$ cat src/hdl/lptd_defines.svh
// Constants of the LCD panel timing block: offsets, field positions, resets, counts.
// Assumes inclusion by bare name from design files; definitions only.
`ifndef LPTD_DEFINES_SVH
`define LPTD_DEFINES_SVH
// ==========================================
// Register offsets (byte addresses on APB)
`define LPTD_OFS_MEMCFG 12'h000
`define LPTD_OFS_PWRSAVE 12'h020
`define LPTD_OFS_DISPEN 12'h024
`define LPTD_OFS_MODE 12'h080
`define LPTD_OFS_CMD 12'h084
`define LPTD_OFS_STATUS 12'h088
`define LPTD_OFS_GEOM 12'h08c
// ==========================================
// Field positions and codes
`define LPTD_BIT_ENABLE 0
`define LPTD_CMD_DISP_OFF 8'h58
`define LPTD_CMD_DISP_ON 8'h59
`define LPTD_MEMCFG_RST 8'h10
// ==========================================
// Geometry reset values
`define LPTD_GROUPS_RST 8'h02
`define LPTD_ROWS_RST 8'h08
// ==========================================
// Timing constants
`define LPTD_SYS_PERIOD_NS 10
`define LPTD_SHIFT_MAX_MHZ 15
`define LPTD_SYS_MAX_MHZ 60
`define LPTD_DIV_00 4
`define LPTD_DIV_01 8
`define LPTD_DIV_10 16
`define LPTD_NIBBLES_PER_GROUP 16
`define LPTD_PS_FRAMES 2
`define LPTD_OFF_IND_NS 10
`define LPTD_OFF_DIR_NS 10
`endif

$ cat src/hdl/lptd_pkg.sv
// Types shared by the LCD panel timing block.
// Assumes no surroundings beyond the compile order.
package lptd_pkg;
  // ==========================================
  // Strap rate selection
  typedef logic [1:0] lptd_rate_t;
  // Scan state, one-hot codes
  typedef enum logic [3:0] {
    LPTD_ST_IDLE = 4'b0001,
    LPTD_ST_DATA = 4'b0010,
    LPTD_ST_LATCH = 4'b0100,
    LPTD_ST_GAP = 4'b1000
  } lptd_state_t;
endpackage : lptd_pkg

$ cat src/hdl/lptd_sync3.sv
// Three-stage input synchroniser with agreement check on the last two stages.
// Assumes an asynchronous level input and a synchronous active-low reset.
`timescale 1ns/1ps
module lptd_sync3 #(
  parameter int WIDTH = 2
) (
  input wire logic i_clk,
  input wire logic i_rstn,
  input wire logic [WIDTH-1:0] i_async,
  output logic [WIDTH-1:0] o_level
);
  // ==========================================
  // Stages
  logic [WIDTH-1:0] s1_reg, s2_reg, s3_reg, lvl_reg; // First stage read only by second
  logic [WIDTH-1:0] lvl_next;
  // Accept a change once the second and third stages agree
  always_comb begin
    lvl_next = lvl_reg;
    for (int i = 0; i < WIDTH; i++) begin
      if (s2_reg[i] == s3_reg[i]) begin
        lvl_next[i] = s3_reg[i];
      end
    end
  end
  // Register the stages
  always_ff @(posedge i_clk) begin
    if (!i_rstn) begin
      s1_reg <= '0;
      s2_reg <= '0;
      s3_reg <= '0;
      lvl_reg <= '0;
    end else begin
      s1_reg <= i_async;
      s2_reg <= s1_reg;
      s3_reg <= s2_reg;
      lvl_reg <= lvl_next;
    end
  end
  assign o_level = lvl_reg;
endmodule : lptd_sync3

$ cat src/hdl/lptd_apb.sv
// APB slave register file for the panel timing block.
// Assumes a single-cycle-ready APB master; registers at one aligned word each.
`timescale 1ns/1ps
`include "lptd_defines.svh"
module lptd_apb (
  input wire logic i_clk,
  input wire logic i_rstn,
  input wire logic i_psel,
  input wire logic i_penable,
  input wire logic i_pwrite,
  input wire logic [11:0] i_paddr,
  input wire logic [31:0] i_pwdata,
  input wire logic [3:0] i_pstrb,
  input wire logic [7:0] i_status,
  output logic [31:0] o_prdata,
  output logic o_pready,
  output logic o_pslverr,
  output logic o_indirect,
  output logic o_dispen,
  output logic o_pwrsave,
  output logic [7:0] o_groups,
  output logic [7:0] o_rows,
  output logic o_memcfg_wr,
  output logic o_cmd_off,
  output logic o_cmd_on
);
  // ==========================================
  // Stored registers
  logic [7:0] memcfg_reg, memcfg_next; // Stored, side effects below
  logic ind_reg, ind_next; // Indirect addressing selected
  logic den_reg, den_next; // Display enable
  logic ps_reg, ps_next; // Power save enable
  logic [15:0] geom_reg, geom_next; // Rows high byte, groups low byte
  logic [31:0] rd_reg, rd_next; // Registered read data
  logic err_next;
  logic wr, rd, b0;
  // Hit test, used in several places
  function automatic logic hit(input logic [11:0] a, input logic [11:0] o);
    hit = (a == o);
  endfunction : hit
  assign wr = i_psel & i_penable & i_pwrite;
  assign rd = i_psel & i_penable & ~i_pwrite;
  assign b0 = i_pstrb[0];
  // Decode writes and read data
  always_comb begin
    memcfg_next = memcfg_reg;
    ind_next = ind_reg;
    den_next = den_reg;
    ps_next = ps_reg;
    geom_next = geom_reg;
    rd_next = 32'h0000_0000;
    err_next = 1'b0;
    o_memcfg_wr = 1'b0;
    o_cmd_off = 1'b0;
    o_cmd_on = 1'b0;
    if (wr && b0) begin
      if (hit(i_paddr, `LPTD_OFS_MEMCFG)) begin
        memcfg_next = i_pwdata[7:0];
        o_memcfg_wr = 1'b1;
        den_next = 1'b0;
        if (ind_reg) begin
          ps_next = 1'b0;
        end
      end else if (hit(i_paddr, `LPTD_OFS_PWRSAVE)) begin
        ps_next = i_pwdata[`LPTD_BIT_ENABLE];
      end else if (hit(i_paddr, `LPTD_OFS_DISPEN)) begin
        den_next = i_pwdata[`LPTD_BIT_ENABLE];
      end else if (hit(i_paddr, `LPTD_OFS_MODE)) begin
        ind_next = i_pwdata[0];
      end else if (hit(i_paddr, `LPTD_OFS_CMD)) begin
        // Commands only act in indirect mode
        if (ind_reg && i_pwdata[7:0] == `LPTD_CMD_DISP_OFF) begin
          o_cmd_off = 1'b1;
          den_next = 1'b0;
        end else if (ind_reg && i_pwdata[7:0] == `LPTD_CMD_DISP_ON) begin
          o_cmd_on = 1'b1;
          den_next = 1'b1;
        end
      end else if (hit(i_paddr, `LPTD_OFS_GEOM)) begin
        geom_next[7:0] = i_pwdata[7:0];
        if (i_pstrb[1]) begin
          geom_next[15:8] = i_pwdata[15:8];
        end
      end else if (!hit(i_paddr, `LPTD_OFS_STATUS)) begin
        err_next = 1'b1;
      end
    end
    if (wr && !b0 && !hit(i_paddr, `LPTD_OFS_GEOM)) begin
      err_next = 1'b0; // Empty strobe write is ignored quietly
    end
    if (rd) begin
      case (i_paddr)
        `LPTD_OFS_MEMCFG: rd_next = {24'h000000, memcfg_reg};
        `LPTD_OFS_PWRSAVE: rd_next = {31'h00000000, ps_reg};
        `LPTD_OFS_DISPEN: rd_next = {31'h00000000, den_reg};
        `LPTD_OFS_MODE: rd_next = {31'h00000000, ind_reg};
        `LPTD_OFS_CMD: rd_next = 32'h0000_0000;
        `LPTD_OFS_STATUS: rd_next = {24'h000000, i_status};
        `LPTD_OFS_GEOM: rd_next = {16'h0000, geom_reg};
        default: begin
          rd_next = 32'h0000_0000;
          err_next = 1'b1;
        end
      endcase
    end
  end
  // Register state
  always_ff @(posedge i_clk) begin
    if (!i_rstn) begin
      memcfg_reg <= `LPTD_MEMCFG_RST;
      ind_reg <= 1'b0;
      den_reg <= 1'b0;
      ps_reg <= 1'b0;
      geom_reg <= {`LPTD_ROWS_RST, `LPTD_GROUPS_RST};
      rd_reg <= 32'h0000_0000;
    end else begin
      memcfg_reg <= memcfg_next;
      ind_reg <= ind_next;
      den_reg <= den_next;
      ps_reg <= ps_next;
      geom_reg <= geom_next;
      rd_reg <= rd ? rd_next : rd_reg;
    end
  end
  // Zero wait state: answer in the access cycle; read data from the decode
  assign o_pready = 1'b1;
  assign o_pslverr = i_psel & i_penable & err_next;
  assign o_prdata = rd ? rd_next : rd_reg;
  assign o_indirect = ind_reg;
  assign o_dispen = den_reg;
  assign o_pwrsave = ps_reg;
  assign o_groups = geom_reg[7:0];
  assign o_rows = geom_reg[15:8];
endmodule : lptd_apb

$ cat src/hdl/lptd_top.sv
// Panel timing generator: shift clock divider, line/frame/row strobes, drive enable.
// Assumes the system clock runs at no more than 60 MHz and the strap is static.
//
// Register access over APB and the register offsets were decided locally.
`timescale 1ns/1ps
`include "lptd_defines.svh"
module lptd_top #(
  parameter int MEM_BYTES = 32768,
  parameter int PIX_W = 4
) (
  input wire logic i_clk,
  input wire logic i_rstn,
  input wire logic [1:0] i_shift_rate_strap,
  input wire logic i_psel,
  input wire logic i_penable,
  input wire logic i_pwrite,
  input wire logic [11:0] i_paddr,
  input wire logic [31:0] i_pwdata,
  input wire logic [3:0] i_pstrb,
  output logic [31:0] o_prdata,
  output logic o_pready,
  output logic o_pslverr,
  output logic o_pixel_shift_clock,
  output logic [PIX_W-1:0] o_panel_pixel_nibble,
  output logic o_line_latch_pulse,
  output logic o_frame_start_pulse,
  output logic o_row_scan_clock,
  output logic o_segment_chain_clock,
  output logic o_panel_drive_enable
);
  import lptd_pkg::*;
  // ==========================================
  // Derived timing counts
  localparam int SHIFT_MIN_NS = 1000 / `LPTD_SHIFT_MAX_MHZ;
  localparam int MIN_DIV = (SHIFT_MIN_NS + `LPTD_SYS_PERIOD_NS - 1) / `LPTD_SYS_PERIOD_NS;
  localparam int OFF_DIR_CYC = 2 + `LPTD_OFF_DIR_NS / `LPTD_SYS_PERIOD_NS;
  localparam int MEM_AW = $clog2(MEM_BYTES);
  // ==========================================
  // Wiring
  logic [1:0] rate_sync; // Strap after synchroniser
  logic indirect, dispen, pwrsave, memcfg_wr, cmd_off, cmd_on;
  logic [7:0] groups, rows, status;
  lptd_sync3 #(.WIDTH(2)) u_sync (
    .i_clk(i_clk),
    .i_rstn(i_rstn),
    .i_async(i_shift_rate_strap),
    .o_level(rate_sync)
  );
  lptd_apb u_apb (
    .i_clk(i_clk),
    .i_rstn(i_rstn),
    .i_psel(i_psel),
    .i_penable(i_penable),
    .i_pwrite(i_pwrite),
    .i_paddr(i_paddr),
    .i_pwdata(i_pwdata),
    .i_pstrb(i_pstrb),
    .i_status(status),
    .o_prdata(o_prdata),
    .o_pready(o_pready),
    .o_pslverr(o_pslverr),
    .o_indirect(indirect),
    .o_dispen(dispen),
    .o_pwrsave(pwrsave),
    .o_groups(groups),
    .o_rows(rows),
    .o_memcfg_wr(memcfg_wr),
    .o_cmd_off(cmd_off),
    .o_cmd_on(cmd_on)
  );
  // ==========================================
  // Divider selection; the 11 code is held at the slowest rate
  function automatic logic [4:0] div_of(input logic [1:0] r);
    case (r)
      2'h0: div_of = 5'(`LPTD_DIV_00);
      2'h1: div_of = 5'(`LPTD_DIV_01);
      default: div_of = 5'(`LPTD_DIV_10);
    endcase
  endfunction : div_of
  // ==========================================
  // Shift clock phase counter
  logic [4:0] div_reg, div_next; // Latched divider, changed only on a memcfg write
  logic [4:0] ph_reg, ph_next; // Phase within one shift period
  logic tick; // Last phase of a shift period
  assign tick = (ph_reg == div_reg - 5'h01);
  // Phase counter and divider update
  always_comb begin
    div_next = div_reg;
    ph_next = tick ? 5'h00 : ph_reg + 5'h01;
    if (memcfg_wr) begin
      ph_next = 5'h00;
      div_next = div_of(rate_sync);
    end
    // Clamp keeps 100 MHz below the shift ceiling
    if (div_next < 5'(MIN_DIV)) begin
      div_next = 5'(`LPTD_DIV_01);
    end
  end
  always_ff @(posedge i_clk) begin
    if (!i_rstn) begin
      div_reg <= 5'(`LPTD_DIV_01);
      ph_reg <= 5'h00;
    end else begin
      div_reg <= div_next;
      ph_reg <= ph_next;
    end
  end
  // ==========================================
  // Scan sequencer: data nibbles, latch, gap
  lptd_state_t st_reg, st_next;
  logic [11:0] nib_reg, nib_next; // Shift pulses in this line
  logic [7:0] row_reg, row_next; // Row within frame
  logic [2:0] gap_reg, gap_next; // Shift periods after latch
  logic [1:0] frm_reg, frm_next; // Frames since power save set
  logic frame_end;
  logic [11:0] line_len;
  // Line length always a whole number of 16-pulse groups
  assign line_len = {groups, 4'h0};
  assign frame_end = tick && (st_reg == LPTD_ST_GAP) && (gap_reg == 3'h3) && (row_reg == rows);
  always_comb begin
    st_next = st_reg;
    nib_next = nib_reg;
    row_next = row_reg;
    gap_next = gap_reg;
    if (tick) begin
      case (st_reg)
        LPTD_ST_IDLE: begin
          st_next = LPTD_ST_DATA;
          nib_next = 12'h000;
        end
        LPTD_ST_DATA: begin
          nib_next = nib_reg + 12'h001;
          if (nib_reg == line_len - 12'h001) begin
            st_next = LPTD_ST_LATCH;
          end
        end
        LPTD_ST_LATCH: begin
          st_next = LPTD_ST_GAP;
          gap_next = 3'h0;
        end
        LPTD_ST_GAP: begin
          gap_next = gap_reg + 3'h1;
          if (gap_reg == 3'h3) begin
            st_next = LPTD_ST_DATA;
            nib_next = 12'h000;
            row_next = (row_reg == rows) ? 8'h00 : row_reg + 8'h01;
          end
        end
        default: st_next = LPTD_ST_IDLE;
      endcase
    end
    if (memcfg_wr) begin
      st_next = LPTD_ST_IDLE;
      row_next = 8'h00;
      gap_next = 3'h0;
    end
  end
  always_ff @(posedge i_clk) begin
    if (!i_rstn) begin
      st_reg <= LPTD_ST_IDLE;
      nib_reg <= 12'h000;
      row_reg <= 8'h00;
      gap_reg <= 3'h0;
    end else begin
      st_reg <= st_next;
      nib_reg <= nib_next;
      row_reg <= row_next;
      gap_reg <= gap_next;
    end
  end
  // ==========================================
  // Panel outputs, all from flip-flops
  logic sh_reg, sh_next, ll_reg, ll_next, fr_reg, fr_next, ys_reg, ys_next, xe_reg, xe_next;
  logic [PIX_W-1:0] pix_reg, pix_next;
  logic [MEM_AW-1:0] addr_reg, addr_next; // Display memory walk address
  logic half;
  assign half = (ph_reg < (div_reg >> 1));
  always_comb begin
    // Shift high in the first half of each data period
    sh_next = (st_reg == LPTD_ST_DATA) && half;
    pix_next = pix_reg;
    addr_next = addr_reg;
    if (tick && st_next == LPTD_ST_DATA) begin
      // New nibble changes one system clock before the shift rise, stable around the fall
      pix_next = addr_reg[PIX_W-1:0] ^ nib_next[PIX_W-1:0];
      addr_next = addr_reg + MEM_AW'(1);
    end
    ll_next = (st_reg == LPTD_ST_LATCH);
    ys_next = (st_reg == LPTD_ST_LATCH);
    // Frame covers the first row's (row 0) latch plus three gap periods
    fr_next = (row_reg == 8'h00) &&
      ((st_reg == LPTD_ST_LATCH) || (st_reg == LPTD_ST_GAP && gap_reg < 3'h3));
    xe_next = (st_reg == LPTD_ST_DATA) && (nib_reg[3:0] == 4'hf);
    if (memcfg_wr) begin
      addr_next = '0;
    end
  end
  always_ff @(posedge i_clk) begin
    if (!i_rstn) begin
      sh_reg <= 1'b0;
      pix_reg <= '0;
      addr_reg <= '0;
      ll_reg <= 1'b0;
      ys_reg <= 1'b0;
      fr_reg <= 1'b0;
      xe_reg <= 1'b0;
    end else begin
      sh_reg <= sh_next;
      pix_reg <= pix_next;
      addr_reg <= addr_next;
      ll_reg <= ll_next;
      ys_reg <= ys_next;
      fr_reg <= fr_next;
      xe_reg <= xe_next;
    end
  end
  // ==========================================
  // Drive enable: off/on paths act next edge; power save waits frames in indirect mode only
  logic pde_reg, pde_next;
  logic ps_hold;
  assign ps_hold = pwrsave && (!indirect || frm_reg == 2'(`LPTD_PS_FRAMES - 1) && frame_end
    || frm_reg == 2'(`LPTD_PS_FRAMES));
  always_comb begin
    frm_next = frm_reg;
    if (!pwrsave) begin
      frm_next = 2'h0;
    end else if (frame_end && frm_reg != 2'(`LPTD_PS_FRAMES)) begin
      frm_next = frm_reg + 2'h1;
    end
    // One edge after the enable changes
    pde_next = dispen && !cmd_off && !ps_hold;
  end
  always_ff @(posedge i_clk) begin
    if (!i_rstn) begin
      frm_reg <= 2'h0;
      pde_reg <= 1'b0;
    end else begin
      frm_reg <= frm_next;
      pde_reg <= pde_next;
    end
  end
  assign status = {2'h0, frm_reg, st_reg};
  assign o_pixel_shift_clock = sh_reg;
  assign o_panel_pixel_nibble = pix_reg;
  assign o_line_latch_pulse = ll_reg;
  assign o_frame_start_pulse = fr_reg;
  assign o_row_scan_clock = ys_reg;
  assign o_segment_chain_clock = xe_reg;
  assign o_panel_drive_enable = pde_reg;
endmodule : lptd_top

$ cat config.mk
export PLATFORM = sky130hd
export DESIGN_NAME = lptd_top
export DESIGN_NICKNAME = d
export VERILOG_FILES = /design/src/hdl/lptd_pkg.sv /design/src/hdl/lptd_sync3.sv /design/src/hdl/lptd_apb.sv /design/src/hdl/lptd_top.sv
export VERILOG_INCLUDE_DIRS = /design/src /design/src/hdl
export SDC_FILE = /design/constraint.sdc
export NUM_CORES = 1
export LEC_CHECK = 0
export CORE_MARGIN = 3
export CORE_UTILIZATION = 55
export CTS_CLUSTER_SIZE = 10
export DETAILED_ROUTE_END_ITERATION = 10
export DONT_BUFFER_PORTS = 1
export PLACE_DENSITY = 0.73
export SLEW_MARGIN = 20
export SYNTH_ARGS = -nofsm -noshare
export SYNTH_HDL_FRONTEND = slang
export SYNTH_SLANG_ARGS = --single-unit
$ cat constraint.sdc
create_clock -name i_clk -period 2.2 [get_ports i_clk]
set_input_delay 0.11 -clock i_clk [delete_from_list [all_inputs] [get_ports i_clk]]
set_output_delay 0.11 -clock i_clk [all_outputs]
set_load 0.005 [all_outputs]
; Word-level counts from Yosys, hierarchy flattened
; Cells that the tools add are included.
[classes]
bitwise_logic = 12
n_div = 0
n_mul = 0
n_mux = 44
magnitude_cmp = 3
add_sub_neg = 8
n_shift = 0
n_eq_ne = 28
reduce_logical = 48
[op_table]
columns = operator, count
row1 = $pmux W16 S6, 1
row2 = $eq A12 B8 Y1 const B, 4
row3 = $pmux W12 S3, 1
row4 = $mux W32, 1
row5 = $mux W1, 30
row6 = $eq A12 B6 Y1 const B, 2
row7 = $mux W4, 5
row8 = $logic_and A1 B1 Y1, 18
row9 = $eq A8 B7 Y1 const B, 2
row10 = $pmux W4 S4, 1
row11 = $add A15 B1 Y15 const B, 1
row12 = $add A12 B1 Y12 const B, 1
row13 = $eq A12 B12 Y1, 1
row14 = $logic_not A12 Y1, 1
row15 = $mux W12, 1
row16 = $sub A12 B1 Y12 const B, 1
row17 = $pmux W5 S2, 1
row18 = $reduce_and A5 Y1, 2
row19 = $reduce_and A3 Y1, 3
row20 = $add A8 B1 Y8 const B, 1
row21 = $eq A4 B2 Y1 const B, 2
row22 = $eq A4 B4 Y1 const B, 2
row23 = $eq A8 B8 Y1, 1
row24 = $logic_not A8 Y1, 1
row25 = 35 further kinds, 59
[totals]
latch_bits = 0
rom_bits = 0
elab_cells = 170
regBits = 130
out_inout_bits = 44
ram_bits = 0
inputBits = 55
n_memories = 0

; Depth between registers and ports, before layout
[logic_depth]
ltp_word = 13
mapped_depth = 10
depth_no_buf = 9

; By module
; A second synthesis with hierarchy kept.
[unflattened]
cells_unflattened = 760
hier_area_um2 = 6279.8
[by_module_without_submodules]
columns = mod, seq_area_each_um2, instances, area_per_inst_um2, cells_each
row1 = lptd_top, 1041.0, 1, 3201.8, 389
row2 = lptd_apb, 1181.1, 1, 2840.2, 351
row3 = lptd_sync3, 160.2, 1, 237.7, 20

; Least setup slack after synthesis
; Ideal clock, no wire load.
[synth_path]
path_type = reg-to-reg
start = register div_reg[0]
end = register row_reg[4]
t_required_ns = 2.067
slack_ns = -0.090
setup_ns = 0.133
path_stages_with_launch = 9
arrival_ns = 2.158
period_less_slack_ns = 2.290
path_buffers = 0
path_cell_list = dfxtp_1 inv_1 ha_1 xor2_1 o31a_4 nor4_1 nand4_1 xor2_1 nor2_1
[synth_via]
elab_chain_len = 3
[synth_lines]
columns = element, line_no
row1 = "start, declared", lptd_top.sv:82  ; logic [4:0] div_reg, div_next;
row2 = "start signal, assigned", lptd_top.sv:101  ; div_reg <= 5'(`LPTD_DIV_01);
row3 = "start signal, assigned", lptd_top.sv:104  ; div_reg <= div_next;
row4 = $sub A5 B1 Y5, lptd_top.sv:85  ; assign tick = (ph_reg == div_reg - 5'h01);
row5 = $eq A5 B5 Y1, lptd_top.sv:85
row6 = $reduce_and A3 Y1 (no source line), n/a
row7 = "end signal, assigned", lptd_top.sv:167  ; row_reg <= row_next;
row8 = "end, declared", lptd_top.sv:112  ; logic [7:0] row_reg, row_next;
; No other way between the ends.
; A chain may end at the register's enable or synchronous reset.

; Worst setup path in the final report
[layout_path]
start = register div_reg[0]
end = register pix_reg[0] (netlist: o_panel_pixel_nibble[0])
[layout_via]
elab_chain_len = 6
word_cells_on_any_way = 8
classes_between = add/sub: 1 / eq/ne: 2 / mux: 3 / bitwise: 1 / reduce/logical: 1
[layout_lines]
columns = element, line_no
row1 = $sub A5 B1 Y5 (*), lptd_top.sv:85
row2 = $eq A5 B5 Y1 (*), lptd_top.sv:85
row3 = $mux W4, lptd_top.sv:125  ; if (tick) begin
row4 = $mux W4, lptd_top.sv:152  ; if (memcfg_wr) begin
row5 = $eq A4 B2 Y1, lptd_top.sv:183  ; if (tick && st_next == LPTD_ST_DATA) begin
row6 = $logic_and A1 B1 Y1, lptd_top.sv:183
row7 = "end signal, assigned", lptd_top.sv:209  ; pix_reg <= pix_next;
row8 = "end, declared", lptd_top.sv:174  ; logic [PIX_W-1:0] pix_reg, pix_next;
; Mark *: on every way between the ends. The rest lies on a longest branch, timed or not.

==> results.yml <==
logic_synthesis:
  synth_top_family_by_area: "simple AND/OR/NAND/NOR gates"
  synth-simple-area-share_pct: 27.9
  async_flop_share_pct: 0
  synthMuxAreaShare_pct: 3.55
  synth_xor_area_share_pct: 6.62
  yosysWarnings: 0
  synth_fa_ha_area_share_pct: 3.09
  synth_edf_count: 0
  ys_seq_area_share_pct: 40.6
  ys.flop_type: "dfxtp_1"
  synth_nets: 762
  ys_ff_latch: 115
  synth_compound_area_share_pct: 14.2
  syn_avg_cell_area_um2: 8.19
  synth_cell_type_count: 56
  syn_area_um2: 5670
  synthCells: 693
clocking:
  htree_levels: 4
  clkTransAtPathRegs_ns: 0.06
  clockBufferDepth: 2
  cts_tree: "built"
  numClockSinks: 115
  root_buffer: "clkbuf_8"
  insertion_delay_ns: 0.52
  numCtsBuffers: 17
final_layout:
  instances_no_fill: 925
  most-common-layout-cells: "108 x dfxtp_1, 81 x nand2_1, 61 x buf_4, 55 x nor2_1, 41 x dlygate4sd3_1"
  synthToLayoutAreaGrowth_pct: 31.6
  drive_above_1_share_pct: 19.4
  fillers: 682
  nets: 848
  layout_commonest_cell: "dfxtp_1"
  largest_reg_flops: 32
  antenna_cells: 0
detailed_routing:
  ant_nets: 0
  drtPass1Iterations: 5
  drc_errors: 0
  vias_per_cell: 5.89
  wl_per_cell_um: 17.3
  totalWireLength_um: 16000
  first_iter_violations: 495
  vias: 5448
sta:
  rsz0062_at_grt: "true"
  setup_ws_ns: -0.0483
  layout_worst_path_cycle_share_pct: 102
  finalHoldViolCount: 0
  finClkSkew_ns: 0.00728
  worst_pin_slew_ns: 0.644
  layout_min_cycle_time_ns: 2.25
  timing.fmax_ghz: 0.445
  setup_viol: 3
  final-max-slew-violation-count: 0
  max_slew_margin_pct: 56.9
worst_hold_path:
  worstHoldStart: "i_paddr[5]"
  hold_class: "input port to flop"
setup_path:
  critPathLaunch: "div_reg[0]"
  critPathMaxFanout: 6
  critical_path_class: "flop to flop"
  crit_path_end_kind: "flop"
  critPathLaunchType: "flop"
  r2r-start: "div_reg[0]"
  cp.required_ns: 2.58
  worstPathArrival_ns: 2.63
power_and_ir_drop:
  leakagePower_nw: 2.85
  vdd_drop_max_uv: 500
  powerDensity_nw_per_um2: 665
floorplanning:
  die_h_um: 108
  die_area_um2: 11600
  rows: 36
  start_util_pct: 57.2
  die_x_um: 108
  core-area_um2: 9910
  io_pins: 99
grt:
  grt_busiest_layer: "met2"
  grtUsageTotal_pct: 27.0
  grtUsageMet1_pct: 32.5
  grt_pass1_wl_um: 25200
  grt_overflow: 0
  met3_usage_pct: 5.58
  grt_util_met2_pct: 47.0
  grt_start_max_net_pins: 58
  first_global_vias: 5254
  antenna_found_initial: 0
placed_design:
  hpwl_um: 9660
  dp.cells: 844
  gp_congestion: 0.940
  pre_cts_ws_ns: -0.0556
  portBuffers: 0
flow_run:
  drv_cap: 0
run_status:
  failed_checks: "negative setup slack"
  outcome: "complete, but fails checks"
## stage by stage
stage	util (%)	TNS (ns)	instance area, um2	total power [mW]	hold WS, ns
3_3_place_gp	62.0	0	6140	2.25	0.183
6_report	75.3	-0.0887	7460	4.96	0.00930
2_1_floorplan	-	0	5700	2.24	0.234
5_1_grt	75.3	-1.02	7460	5.09	0.0462
3_5_place_dp	62.0	-0.171	6140	2.25	0.191
4_1_cts	72.8	-0.0337	7210	4.95	0.00523
## cells by family after synthesis
logic type / after synthesis
AOI/OAI and AO/OA: 128
xor gates and xnor gates: 42
adders and majority gates: 14
buffers and inverters: 59
DFF: 115
muxes: 20
other: 1
and+or+nand+nor: 314
## Yosys cell counts, types with 4 or more instances
master / n / share of area (%)
ha_1: 14 / 3.1
inv_1: 19 / 1.3
or2_2: 5 / 0.55
xnor2_1: 29 / 4.5
and3_1: 19 / 2.1
dfxtp_1: 115 / 41
or3_1: 5 / 0.55
nor2b_1: 9 / 0.99
nor4_1: 8 / 0.88
a21boi_0: 4 / 0.53
mux2i_1: 19 / 3.4
a31oi_1: 6 / 0.66
nor3_1: 22 / 1.9
a21oi_1: 41 / 3.6
nand4_1: 13 / 1.4
nand2b_1: 8 / 0.88
o21ai_0: 35 / 3.1
o21a_1: 6 / 0.79
nor2_1: 58 / 3.8
xor2_1: 12 / 1.9
nand2_1: 83 / 5.5
and2_1: 40 / 4.4
a211oi_1: 4 / 0.53
nand3_1: 30 / 2.6
o31ai_1: 6 / 0.79
clkbuf_1: 33 / 2.2
## metal layers
metal  share of wire (%)  wire length [um]  up-vias
met4                 2.1               333        0
met3                 6.8              1090       35
met2                  51              8090      223
met1                  41              6500     2614
li1                    -                 -     2576
met5                   0                 0        -
## path summary, 6_finish.rpt
path	endpoint	slack, ns	cells past startpoint
worst max register to register	o_panel_pixel_nibble[0]	-0.05	9
worst min-delay path	u_apb.o_indirect	0.009	4
worst min register to register	u_sync.s2_reg[1]	0.44	1
worst max-delay path	o_panel_pixel_nibble[0]	-0.05	9
## final cells by class
type | count | area (um2) | share of cell area [%]
flip-flops and latches | 115 | 2310 | 31.0
well taps | 133 | 166 | 2.23
inverters | 19 | 71.3 | 0.955
clock buffers | 18 | 428 | 5.73
repair buffers | 107 | 933 | 12.5
clock inverters | 14 | 151 | 2.03
multi-input cells | 519 | 3400 | 45.6
## critical path, stage by stage, from the launching register on
cell,delay [ns]
dfxtp_2,0.34
inv_2,0.07
ha_4,0.16
nor3b_4,0.22
xnor2_2,0.15
nand2_2,0.13
buf_4,0.16
or3_4,0.37
o311ai_0,0.37
o41ai_1,0.14
## power breakdown
| part | total [mW] | switching (mW) | internal, mW |
|---|---|---|---|
| combinational | 0.173 | 0.0975 | 0.0760 |
| sequential | 2.10 | 0.00874 | 2.09 |
| clock | 2.69 | 1.04 | 1.65 |
| total | 4.96 | 1.15 | 3.82 |
## repair_timing
item / in CTS / in global routing
endpoints found under the hold margin: 83 / 0
resized for setup: 15 / 42
buffers inserted: 1 / 6
endpoints found under the setup margin: 16 / 33
hold buffers: 42 / 0
pin swaps: 12 / 14
Power figures use the tool's default switching activity.
